<file path="src/rtl/gps_pkg.sv">
// constants and helpers for the gain and pulse source configuration bank
package gps_pkg;

   // register indices; byte address is four times the index
   localparam logic [15:0] CMP_MODE_IDX  = 16'hE60E;
   localparam logic [15:0] GAIN_CFG_IDX  = 16'hE60F;
   localparam logic [15:0] PULSE_CFG_IDX = 16'hE610;

   // reset values
   localparam logic [15:0] CMP_MODE_RST  = 16'h01FF;
   localparam logic [15:0] GAIN_CFG_RST  = 16'h0000;
   localparam logic [5:0]  PULSE_CFG_RST = 6'h08;

   // gain register fields
   localparam int PH_GAIN_LSB  = 0;
   localparam int NEU_GAIN_LSB = 3;
   localparam int VLT_GAIN_LSB = 6;

   // pulse register fields
   localparam int P1_SRC_LSB = 0;
   localparam int P2_SRC_LSB = 3;

   // computation mode fields
   localparam int P1_INC_LSB = 0;
   localparam int P2_INC_LSB = 3;

   // gain codes
   localparam logic [2:0] GAIN_CODE_MAX = 3'h4;
   localparam logic [4:0] GAIN_UNITY    = 5'h01;

   // pulse source codes
   localparam logic [2:0] SRC_TOT_ACT  = 3'h0;
   localparam logic [2:0] SRC_TOT_REA  = 3'h1;
   localparam logic [2:0] SRC_APPARENT = 3'h2;
   localparam logic [2:0] SRC_FUN_ACT  = 3'h3;
   localparam logic [2:0] SRC_FUN_REA  = 3'h4;

   // register select codes
   localparam logic [1:0] SEL_NONE  = 2'h0;
   localparam logic [1:0] SEL_CMP   = 2'h1;
   localparam logic [1:0] SEL_GAIN  = 2'h2;
   localparam logic [1:0] SEL_PULSE = 2'h3;

   localparam logic [1:0] RESP_OKAY   = 2'h0;
   localparam logic [1:0] RESP_SLVERR = 2'h2;

   // reserved codes act as unity gain
   function automatic logic [4:0] gps_gain(input logic [2:0] code);
      gps_gain = (code <= GAIN_CODE_MAX) ? (GAIN_UNITY << code) : GAIN_UNITY;
   endfunction

endpackage

</file>
<file path="src/rtl/gps_gain_decode.sv">
// one gain-select field decoded to a registered gain factor
`timescale 1ns/10ps
`default_nettype none
module gps_gain_decode
   import gps_pkg::*;
(
   input  wire logic       clk,
   input  wire logic       resetn,
   input  wire logic [2:0] code,
   output var  logic [4:0] gain_ff
);

   logic [4:0] nxt_gain;

   always_comb begin
      nxt_gain = gps_gain(code);
   end

   always_ff @(posedge clk) begin
      if (!resetn) begin
         gain_ff <= GAIN_UNITY;
      end else begin
         gain_ff <= nxt_gain;
      end
   end

endmodule
`default_nettype wire

</file>
<file path="src/rtl/gps_phase_sum.sv">
// sums the chosen power quantity over the included phases
`timescale 1ns/10ps
`default_nettype none
module gps_phase_sum
   import gps_pkg::*;
#(
   parameter int PWR_W = 24,
   parameter int SUM_W = PWR_W + 2
) (
   input  wire logic                 clk,
   input  wire logic                 resetn,
   input  wire logic [2:0]           srcSel,
   input  wire logic [2:0]           phaseInc,
   input  wire logic [3*PWR_W-1:0]   totActive,
   input  wire logic [3*PWR_W-1:0]   totReactive,
   input  wire logic [3*PWR_W-1:0]   apparent,
   input  wire logic [3*PWR_W-1:0]   funActive,
   input  wire logic [3*PWR_W-1:0]   funReactive,
   output var  logic signed [SUM_W-1:0] sum_ff,
   output var  logic                 enable_ff
);

   logic [3*PWR_W-1:0]      pick;
   logic signed [SUM_W-1:0] acc;
   logic                    valid;

   always_comb begin
      pick  = '0;
      valid = 1'b1;
      case (srcSel)
         SRC_TOT_ACT:  pick = totActive;
         SRC_TOT_REA:  pick = totReactive;
         SRC_APPARENT: pick = apparent;
         SRC_FUN_ACT:  pick = funActive;
         SRC_FUN_REA:  pick = funReactive;
         default:      valid = 1'b0;
      endcase
      acc = '0;
      for (int i = 0; i < 3; i++) begin
         if (phaseInc[i] && valid) begin
            acc = acc + SUM_W'($signed(pick[i*PWR_W +: PWR_W]));
         end
      end
   end

   always_ff @(posedge clk) begin
      if (!resetn) begin
         sum_ff    <= '0;
         enable_ff <= 1'b0;
      end else begin
         sum_ff    <= acc;
         enable_ff <= valid;
      end
   end

endmodule
`default_nettype wire

</file>
<file path="src/rtl/gps_config_bank.sv">
// gain and pulse source configuration bank behind an axi4-lite slave
//
// Register access over AXI4-Lite was chosen for this implementation.
`timescale 1ns/10ps
`default_nettype none
module gps_config_bank
   import gps_pkg::*;
#(
   parameter int ADDR_W      = 18,
   parameter int PWR_W       = 24,
   parameter bit HAS_NEUTRAL = 1'b1
) (
   input  wire logic                    clk,
   input  wire logic                    resetn,
   input  wire logic [ADDR_W-1:0]       awaddr,
   input  wire logic                    awvalid,
   output var  logic                    awready,
   input  wire logic [31:0]             wdata,
   input  wire logic [3:0]              wstrb,
   input  wire logic                    wvalid,
   output var  logic                    wready,
   output var  logic [1:0]              bresp,
   output var  logic                    bvalid,
   input  wire logic                    bready,
   input  wire logic [ADDR_W-1:0]       araddr,
   input  wire logic                    arvalid,
   output var  logic                    arready,
   output var  logic [31:0]             rdata,
   output var  logic [1:0]              rresp,
   output var  logic                    rvalid,
   input  wire logic                    rready,
   input  wire logic [3*PWR_W-1:0]      totActivePwr,
   input  wire logic [3*PWR_W-1:0]      totReactivePwr,
   input  wire logic [3*PWR_W-1:0]      apparentPwr,
   input  wire logic [3*PWR_W-1:0]      funActivePwr,
   input  wire logic [3*PWR_W-1:0]      funReactivePwr,
   output var  logic [4:0]              phaseCurrentGain,
   output var  logic [4:0]              neutralCurrentGain,
   output var  logic [4:0]              phaseVoltageGain,
   output var  logic [2:0]              pulse1Include,
   output var  logic [2:0]              pulse2Include,
   output var  logic signed [PWR_W+1:0] pulse1Sum,
   output var  logic signed [PWR_W+1:0] pulse2Sum,
   output var  logic                    pulse1Enable,
   output var  logic                    pulse2Enable
);

   localparam int SUM_W = PWR_W + 2;
   localparam logic [ADDR_W-1:0] CMP_ADDR   = ADDR_W'({CMP_MODE_IDX, 2'b00});
   localparam logic [ADDR_W-1:0] GAIN_ADDR  = ADDR_W'({GAIN_CFG_IDX, 2'b00});
   localparam logic [ADDR_W-1:0] PULSE_ADDR = ADDR_W'({PULSE_CFG_IDX, 2'b00});
   localparam logic [15:0] NEU_MASK = HAS_NEUTRAL ? 16'hFFFF : 16'hFFC7;

   typedef enum logic [3:0] {
      WR_IDLE = 4'b0001,
      WR_ADDR = 4'b0010,
      WR_DATA = 4'b0100,
      WR_RESP = 4'b1000
   } gps_wr_e;

   typedef enum logic [1:0] {
      RD_IDLE = 2'b01,
      RD_RESP = 2'b10
   } gps_rd_e;

   gps_wr_e             wrState_ff;
   gps_wr_e             nxt_wrState;
   gps_rd_e             rdState_ff;
   logic [ADDR_W-1:0]   wrAddrHold_ff;
   logic [15:0]         wrDataHold_ff;
   logic [1:0]          wrStrbHold_ff;
   logic                doWrite;
   logic [ADDR_W-1:0]   wrAddr;
   logic [15:0]         wrData;
   logic [1:0]          wrStrb;
   logic [1:0]          wrSel;
   logic [1:0]          bresp_ff;
   logic [31:0]         rdata_ff;
   logic [1:0]          rresp_ff;
   logic [15:0]         gainCfg_ff;
   logic [5:0]          pulseCfg_ff;
   logic [15:0]         computation_mode_reg_ff;
   logic [15:0]         rdWord;
   logic [1:0]          rdSel;

   // address to register select, shared by both channels
   function automatic logic [1:0] reg_sel(input logic [ADDR_W-1:0] addr);
      if (addr == CMP_ADDR) begin
         reg_sel = SEL_CMP;
      end else if (addr == GAIN_ADDR) begin
         reg_sel = SEL_GAIN;
      end else if (addr == PULSE_ADDR) begin
         reg_sel = SEL_PULSE;
      end else begin
         reg_sel = SEL_NONE;
      end
   endfunction

   // byte-lane merge over the low two lanes
   function automatic logic [15:0] merge(input logic [15:0] old,
                                         input logic [15:0] data,
                                         input logic [1:0]  strb);
      merge = old;
      if (strb[0]) begin
         merge[7:0] = data[7:0];
      end
      if (strb[1]) begin
         merge[15:8] = data[15:8];
      end
   endfunction

   // write channel handshakes; address and data taken in either order
   assign awready = (wrState_ff == WR_IDLE) || (wrState_ff == WR_DATA);
   assign wready  = (wrState_ff == WR_IDLE) || (wrState_ff == WR_ADDR);
   assign bvalid  = (wrState_ff == WR_RESP);
   assign bresp   = bresp_ff;

   always_comb begin
      nxt_wrState = wrState_ff;
      doWrite     = 1'b0;
      wrAddr      = awaddr;
      wrData      = wdata[15:0];
      wrStrb      = wstrb[1:0];
      case (wrState_ff)
         WR_IDLE: begin
            if (awvalid && wvalid) begin
               doWrite     = 1'b1;
               nxt_wrState = WR_RESP;
            end else if (awvalid) begin
               nxt_wrState = WR_ADDR;
            end else if (wvalid) begin
               nxt_wrState = WR_DATA;
            end
         end
         WR_ADDR: begin
            wrAddr = wrAddrHold_ff;
            if (wvalid) begin
               doWrite     = 1'b1;
               nxt_wrState = WR_RESP;
            end
         end
         WR_DATA: begin
            wrData = wrDataHold_ff;
            wrStrb = wrStrbHold_ff;
            if (awvalid) begin
               doWrite     = 1'b1;
               nxt_wrState = WR_RESP;
            end
         end
         WR_RESP: begin
            if (bready) begin
               nxt_wrState = WR_IDLE;
            end
         end
         default: nxt_wrState = WR_IDLE;
      endcase
      wrSel = reg_sel(wrAddr);
   end

   always_ff @(posedge clk) begin
      if (!resetn) begin
         wrState_ff <= WR_IDLE;
      end else begin
         wrState_ff <= nxt_wrState;
      end
   end

   // hold whichever half of a write arrived first
   always_ff @(posedge clk) begin
      if (!resetn) begin
         wrAddrHold_ff <= '0;
         wrDataHold_ff <= '0;
         wrStrbHold_ff <= '0;
      end else begin
         if (awvalid && awready) begin
            wrAddrHold_ff <= awaddr;
         end
         if (wvalid && wready) begin
            wrDataHold_ff <= wdata[15:0];
            wrStrbHold_ff <= wstrb[1:0];
         end
      end
   end

   always_ff @(posedge clk) begin
      if (!resetn) begin
         bresp_ff <= RESP_OKAY;
      end else if (doWrite) begin
         bresp_ff <= (wrSel == SEL_NONE) ? RESP_SLVERR : RESP_OKAY;
      end
   end

   // configuration registers
   always_ff @(posedge clk) begin
      if (!resetn) begin
         gainCfg_ff <= GAIN_CFG_RST;
      end else if (doWrite && wrSel == SEL_GAIN) begin
         gainCfg_ff <= merge(gainCfg_ff, wrData, wrStrb) & NEU_MASK;
      end
   end

   always_ff @(posedge clk) begin
      if (!resetn) begin
         pulseCfg_ff <= PULSE_CFG_RST;
      end else if (doWrite && wrSel == SEL_PULSE) begin
         pulseCfg_ff <= 6'(merge({10'h000, pulseCfg_ff}, wrData, wrStrb));
      end
   end

   always_ff @(posedge clk) begin
      if (!resetn) begin
         computation_mode_reg_ff <= CMP_MODE_RST;
      end else if (doWrite && wrSel == SEL_CMP) begin
         computation_mode_reg_ff <= merge(computation_mode_reg_ff, wrData, wrStrb);
      end
   end

   // read channel
   assign arready = (rdState_ff == RD_IDLE);
   assign rvalid  = (rdState_ff == RD_RESP);
   assign rdata   = rdata_ff;
   assign rresp   = rresp_ff;

   always_comb begin
      rdSel = reg_sel(araddr);
      if (rdSel == SEL_CMP) begin
         rdWord = computation_mode_reg_ff;
      end else if (rdSel == SEL_GAIN) begin
         rdWord = gainCfg_ff;
      end else if (rdSel == SEL_PULSE) begin
         rdWord = {10'h000, pulseCfg_ff};
      end else begin
         rdWord = 16'h0000;
      end
   end

   always_ff @(posedge clk) begin
      if (!resetn) begin
         rdState_ff <= RD_IDLE;
         rdata_ff   <= 32'h00000000;
         rresp_ff   <= RESP_OKAY;
      end else begin
         case (rdState_ff)
            RD_IDLE: begin
               if (arvalid) begin
                  rdState_ff <= RD_RESP;
                  rdata_ff   <= {16'h0000, rdWord};
                  rresp_ff   <= (rdSel == SEL_NONE) ? RESP_SLVERR : RESP_OKAY;
               end
            end
            RD_RESP: begin
               if (rready) begin
                  rdState_ff <= RD_IDLE;
               end
            end
            default: rdState_ff <= RD_IDLE;
         endcase
      end
   end

   // gain decode; bits 15:9 feed nothing
   gps_gain_decode u_phGain (
      .clk     (clk),
      .resetn  (resetn),
      .code    (gainCfg_ff[PH_GAIN_LSB +: 3]),
      .gain_ff (phaseCurrentGain)
   );

   gps_gain_decode u_neuGain (
      .clk     (clk),
      .resetn  (resetn),
      .code    (gainCfg_ff[NEU_GAIN_LSB +: 3]),
      .gain_ff (neutralCurrentGain)
   );

   gps_gain_decode u_vltGain (
      .clk     (clk),
      .resetn  (resetn),
      .code    (gainCfg_ff[VLT_GAIN_LSB +: 3]),
      .gain_ff (phaseVoltageGain)
   );

   assign pulse1Include = computation_mode_reg_ff[P1_INC_LSB +: 3];
   assign pulse2Include = computation_mode_reg_ff[P2_INC_LSB +: 3];

   gps_phase_sum #(.PWR_W(PWR_W), .SUM_W(SUM_W)) u_p1Sum (
      .clk         (clk),
      .resetn      (resetn),
      .srcSel      (pulseCfg_ff[P1_SRC_LSB +: 3]),
      .phaseInc    (pulse1Include),
      .totActive   (totActivePwr),
      .totReactive (totReactivePwr),
      .apparent    (apparentPwr),
      .funActive   (funActivePwr),
      .funReactive (funReactivePwr),
      .sum_ff      (pulse1Sum),
      .enable_ff   (pulse1Enable)
   );

   gps_phase_sum #(.PWR_W(PWR_W), .SUM_W(SUM_W)) u_p2Sum (
      .clk         (clk),
      .resetn      (resetn),
      .srcSel      (pulseCfg_ff[P2_SRC_LSB +: 3]),
      .phaseInc    (pulse2Include),
      .totActive   (totActivePwr),
      .totReactive (totReactivePwr),
      .apparent    (apparentPwr),
      .funActive   (funActivePwr),
      .funReactive (funReactivePwr),
      .sum_ff      (pulse2Sum),
      .enable_ff   (pulse2Enable)
   );
endmodule
`default_nettype wire

</file>
<file path="config.mk">
export PLATFORM = sky130hd
export DESIGN_NAME = gps_config_bank
export DESIGN_NICKNAME = d
export VERILOG_FILES = /design/src/rtl/gps_pkg.sv /design/src/rtl/gps_gain_decode.sv /design/src/rtl/gps_phase_sum.sv /design/src/rtl/gps_config_bank.sv
export SDC_FILE = /design/constraint.sdc
export NUM_CORES = 1
export LEC_CHECK = 0
export ABC_AREA = 1
export BUFFER_PORTS_ARGS = -buffer_cell sky130_fd_sc_hd__buf_2
export CORE_AREA = 2 2 214 216
export CTS_BUF_LIST = sky130_fd_sc_hd__clkbuf_4
export CTS_CLUSTER_SIZE = 12
export DETAILED_ROUTE_END_ITERATION = 8
export DIE_AREA = 0 0 216 218
export PLACE_DENSITY = 0.67
export SYNTH_ARGS = -nofsm -noshare
export SYNTH_HDL_FRONTEND = slang
export SYNTH_HIERARCHICAL = 1
export SYNTH_SLANG_ARGS = --single-unit
</file>
<file path="constraint.sdc">
create_clock -name clk -period 6.3 [get_ports clk]
set_input_delay 0.945 -clock clk [delete_from_list [all_inputs] [get_ports clk]]
set_output_delay 0.945 -clock clk [all_outputs]
set_load 0.03 [all_outputs]
</file>
# After elaboration in Yosys (flattened, before gate mapping)
# Index checks and enable logic that the tools add are counted.
dict set report classes {
  mux 38
  order_cmp 3
  shifts 3
  n_eq_ne 32
  n_reduce_logical 31
  n_addsub 4
}
# operator count
set ops {}
lappend ops {{72-bit case mux with 5 select lines} 2}
lappend ops {{26-bit 2-to-1 mux} 6}
lappend ops {{18-bit equality test (second input constant)} 6}
lappend ops {{26-bit by 24-bit adder with 26-bit output} 4}
lappend ops {{16-bit 2-to-1 mux} 3}
lappend ops {{4-bit 2-to-1 mux} 6}
lappend ops {{2-bit 2-to-1 mux} 11}
lappend ops {{2-bit AND reduction} 10}
lappend ops {{18-bit 2-to-1 mux} 1}
lappend ops {{4-bit case mux with 4 select lines} 1}
lappend ops {{1-bit by 3-bit left shift with 5-bit output (first input constant)} 3}
lappend ops {{3-bit by 2-bit equality test with 1-bit output (second input constant)} 4}
lappend ops {{1-bit logical AND} 12}
lappend ops {{2-bit equality test (second input constant)} 5}
lappend ops {{5-bit OR reduction} 2}
lappend ops {{3-bit <= comparator (second input constant)} 3}
lappend ops {{2-bit by 1-bit equality test with 1-bit output (second input constant)} 3}
lappend ops {{3-bit by 1-bit equality test with 1-bit output (second input constant)} 2}
lappend ops {{3-bit equality test (second input constant)} 2}
lappend ops {{3-bit logical NOT} 2}
lappend ops {{6-bit 2-to-1 mux} 1}
lappend ops {{2-bit inequality test (second input constant)} 3}
lappend ops {{1-bit 2-to-1 mux} 5}
lappend ops {{4-bit by 1-bit equality test with 1-bit output (second input constant)} 1}
lappend ops {{10 further kinds} 13}
dict set report totals {
  input_bits 439
  wordCells 131
  out_inout_bits 116
  ff_bits 169
}

# Depth between registers and ports, before layout
dict set report logic_depth {
  depth_word 9
  mapped_depth 37
  ltp_nobuf 35
}

# Hierarchy
# The synthesis kept the hierarchy.
# module area_per_inst_um2 instances cells_per_inst seq_area_each_um2
set by_module_without_submodules {}
lappend by_module_without_submodules {{gps_phase_sum at u_p1Sum} 7400.8 1 1442 540.5}
lappend by_module_without_submodules {{gps_phase_sum at u_p2Sum} 7058.0 1 1327 540.5}
lappend by_module_without_submodules {gps_config_bank 4954.8 1 717 1961.9}
lappend by_module_without_submodules {gps_gain_decode 157.7 3 19 100.1}

# Worst setup path after synthesis
# OpenSTA, ideal clock, no wires.
dict set report synth_timing {
  path_kind {register to register}
  startpoint {register pulseCfg_ff[2]}
  endpoint {register u_p1Sum.sum_ff[19]}
  path_buffers 4
  t_arrival_ps 4246
  stages_incl_launch_ff 32
  slack_ps 1984
  required_ps 6230
  setup_ps 70
  period_less_slack_ps 4316
  cell_sequence {dfxtp_1 -> buf_2 -> buf_2 -> buf_2 -> buf_1 -> nand3_1 -> o21ai_1 -> inv_1 -> nand4_1 -> ha_1 -> inv_1 -> fa_1 -> inv_1 -> nand2_1 -> nand3_1 -> nand4_1 -> nand2_1 -> nand2_1 -> nand2_1 -> nand2_1 -> nand2_1 -> nand2_1 -> nand3_1 -> nand2_1 -> ha_1 -> a21oi_1 -> a21boi_0 -> a21boi_0 -> nand3_1 -> nand2_1 -> nand3_1 -> a21oi_1}
}
dict set report synth_between {
  elab_chain_cells 9
  elab_cells_between_ends 16
  classes_between {add/sub (2); eq/ne (4); mux (5); reduce/logical (5)}
}
# item line
set synth_lines {}
lappend synth_lines {{start, declared} gps_config_bank.sv:81} ;# logic [5:0] pulseCfg_ff;
lappend synth_lines {{start signal, assigned} gps_config_bank.sv:206} ;# pulseCfg_ff <= 6'(merge({10'h000, pulseCfg_ff}, wrData, wrStrb));
lappend synth_lines {{3-bit by 1-bit equality test with 1-bit output (tied with other cells)} gps_phase_sum.sv:30} ;# case (srcSel)
lappend synth_lines {{5-bit OR reduction (no source line)} -}
lappend synth_lines {{1-bit 2-to-1 mux} gps_phase_sum.sv:30}
lappend synth_lines {{1-bit logical AND} gps_phase_sum.sv:40} ;# if (phaseInc[i] && valid) begin
lappend synth_lines {{26-bit 2-to-1 mux} gps_phase_sum.sv:40}
lappend synth_lines {{26-bit by 24-bit adder with 26-bit output} gps_phase_sum.sv:41} ;# acc = acc + SUM_W'($signed(pick[i*PWR_W +: PWR_W]));
lappend synth_lines {{26-bit 2-to-1 mux} gps_phase_sum.sv:40}
lappend synth_lines {{26-bit by 24-bit adder with 26-bit output} gps_phase_sum.sv:41}
lappend synth_lines {{26-bit 2-to-1 mux *} gps_phase_sum.sv:40}
lappend synth_lines {{end signal, assigned} gps_phase_sum.sv:48} ;# sum_ff <= '0;
lappend synth_lines {{end signal, assigned} gps_phase_sum.sv:51} ;# sum_ff <= acc;
lappend synth_lines {{end, declared} gps_phase_sum.sv:19} ;# output var logic signed [SUM_W-1:0] sum_ff,
# Every way passes the cells marked *; elsewhere a longest branch is shown, timed or not.
# A chain may end at the register's enable or synchronous reset.

# Worst setup path after layout
dict set report layout_timing {
  startpoint {register pulseCfg_ff[0]}
  endpoint {register u_p1Sum.sum_ff[19]}
}
# The elaborated chain is that of the path after synthesis.

==> metrics.cfg <==
[status]
outcome=complete, no violations

[power_and_ir_drop]
power_uw=4110
leakagePower_uw=0.0124
p_per_area_nw_per_um2=177
vdd.ir_drop.worst_mv=0.141

[timing]
worst_pin_slew_ps=1090
slew_headroom=0.273
fin_tns_setup_ps=0
period_minus_slack_ps=5800
rsz0062_at_grt=no
hold_viol=0
slew_violations=0
post-route-period-util=0.921
skew_ps=34.4
setup_viol=0
max_freq_mhz=172

[clock_tree]
post_cts_buffers=0
cts_resized=0
cts.reportedPaths.clkPinSlew_ps=160
root_buffer=clkbuf_4
clockBufferDepth=2
cts-htree-levels=4
clock-sinks=167
cts_tree=built
postCtsHoldBufs=0
clk_latency_ps=690
cts_buffers=17

[min_path]
hold_path.class=reg2reg

[detailed_routing]
dr.first_iter.drc_count=3395
drc=0
wl_per_cell_um=20.5
ant_nets=0
firstDrtPassIters=6
drt-vias-per-instance=5.63
wl_um=94800
vias=25987

[grt]
overflow=0
grt_antenna_before_repair=19
use_met1=0.494
grt_max_degree=83
grt_use_total=0.390
grt_use_met2=0.614
grt_first_pass_wirelength_um=140000
grt_pass1_vias=23081
grt-busiest-layer=met2
gr-usage-met3=0.0777

[critical_path]
critical_path_class=reg2reg
crit_top_cell=nand2_1
cp-start-kind=flop
worstSetupEndpointType=flop
critPathRequiredTime_ps=6890
slowest_delay_ps=900
worstPathArrival_ps=6400
crit_path_top_delay_cell=dfxtp_1
cp_max_fo=22

[floorplan]
start_util=0.443
die_h_um=218
num_io_pins=555
die_w_um=216
design.die.area_um2=47100
rows=78
fp.coreArea_um2=44900

[logic_synthesis]
ys.flop_type=dfxtp_1
synth_top_area_frac=0.210
synth_largest_area_cell=nand2_1
synth_edf_count=0
mappedNetlistArea_um2=19900
synthCells=3543
synth_area_leaders=nand2_1 21%, dfxtp_1 17%, nand3_1 8.9%
avgSynthCellArea_um2=5.61
ys_warn_count=6
ys_async_sr_fraction=0
synth-seq-area-share=0.168
synth.distinct_cells=58
synth_most_common_cell=nand2_1
yosys-top-cells-count=1115 x nand2_1, 468 x inv_1, 355 x nand3_1
ys_ff_latch=167

[layout]
stdcell_area_um2=23200
nets=4535
nFillCells=4959
final_layout_size_suffix_gt1_frac=0.182
seq_area_um2=3350
areaGrowthSynthToFinish_pct=16.9
multi_input_area_um2=13800

[place]
dpl-instance-area_um2=22900
numPortBuffers=518
gp_congestion=1.04
hpwl_um=76700

[job]
drv_cap=0

-- power by group --
| part | switching [uW] | internal (uW) | total [uW] |
|---|---|---|---|
| logic | 1460 | 712 | 2170 |
| clock network | 482 | 211 | 693 |
| registers | 51.7 | 1190 | 1240 |
| total | 1990 | 2120 | 4110 |
-- cell families after synthesis --
group / share of synthesized area
and+or+nand+nor: 0.440
buffers and inverters: 0.140
AOI/OAI and AO/OA: 0.173
DFF: 0.168
adders and majority gates: 0.0669
xor gates and xnor gates: 0.00881
muxes: 0.00302
other: 0.000189
-- metrics by stage --
step                hold slack, ps  utilization  cells  setup slack, ps
floorplan                      429            -   3560             1980
global placement               445        0.511   4573              764
CTS                            436        0.517   4604              693
global route                   454        0.518   4613              152
detailed placement             453        0.511   4573              735
finish                         477        0.518   4616              496
-- routing by layer --
| layer | routed length [um] | part of all wire | up-vias |
|---|---|---|---|
| met3 | 10500 | 0.11 | 261 |
| met1 | 36900 | 0.39 | 11716 |
| met2 | 40900 | 0.43 | 1516 |
| li1 | - | - | 12478 |
| met4 | 6230 | 0.066 | 16 |
| met5 | 251 | 0.0026 | - |
-- final cells by class --
class                      instances  share of cell area
clock buffer                      18             0.00581
tap                              600              0.0323
antenna                           12             0.00129
clock inverter                    13             0.00597
inverter                         501              0.0809
multi-input combinational       2722               0.595
timing repair buffer             583               0.135
sequential                       167               0.144
-- state kept, by name (all words and copies together) (netlist names), 6 cells and up --
| register | flops |
|---|---|
| u_p1Sum/sum_ff | 26 |
| u_p2Sum/sum_ff | 26 |
| wrAddrHold_ff | 18 |
| computation_mode_reg_ff | 16 |
| gainCfg_ff | 16 |
| rdata | 16 |
| wrDataHold_ff | 16 |
| pulseCfg_ff | 6 |
-- layout by cell type, fill, tap and decap left out, types with 12 or more instances in the layout --
| cell type | synthesis | routed |
|---|---|---|
| diode_2 | 0 | 12 |
| o21bai_1 | 16 | 16 |
| or2_2 | 18 | 18 |
| a31oi_1 | 18 | 18 |
| o21ai_0 | 142 | 142 |
| nand3_1 | 355 | 355 |
| nor2_1 | 280 | 280 |
| buf_4 | 33 | 62 |
| o211ai_1 | 16 | 16 |
| inv_2 | 30 | 31 |
| a32o_1 | 20 | 20 |
| ha_1 | 100 | 100 |
| conb_1 | 1 | 18 |
| clkbuf_4 | 0 | 18 |
| inv_1 | 468 | 468 |
| a221o_1 | 23 | 23 |
| nor3_1 | 38 | 38 |
| nand2_1 | 1115 | 1115 |
| dfxtp_1 | 167 | 165 |
| buf_2 | 48 | 517 |
| o21ai_1 | 65 | 65 |
| a31oi_2 | 16 | 16 |
| xor2_1 | 16 | 16 |
| a21oi_1 | 196 | 196 |
| nand4_1 | 140 | 140 |
-- critical path: cells and delay by family, from the launching register on --
family,cells,cell delay [ps]
buf+inv,4,800
simple gates,18,2100
flops,1,900
fa+ha+maj,2,810
compound gates,4,1090
-- worst paths after layout --
path | start | to | slack (ps) | depth (start not counted)
worst max-delay path | pulseCfg_ff[0] | u_p1Sum/sum_ff[19] | 500 | 28
worst min-delay path | rdata[0] | rdata[0] | 480 | 2
worst max register to register | pulseCfg_ff[0] | u_p1Sum/sum_ff[19] | 500 | 28
worst min register to register | rdata[0] | rdata[0] | 480 | 2
Power figures use the tool's default switching activity.
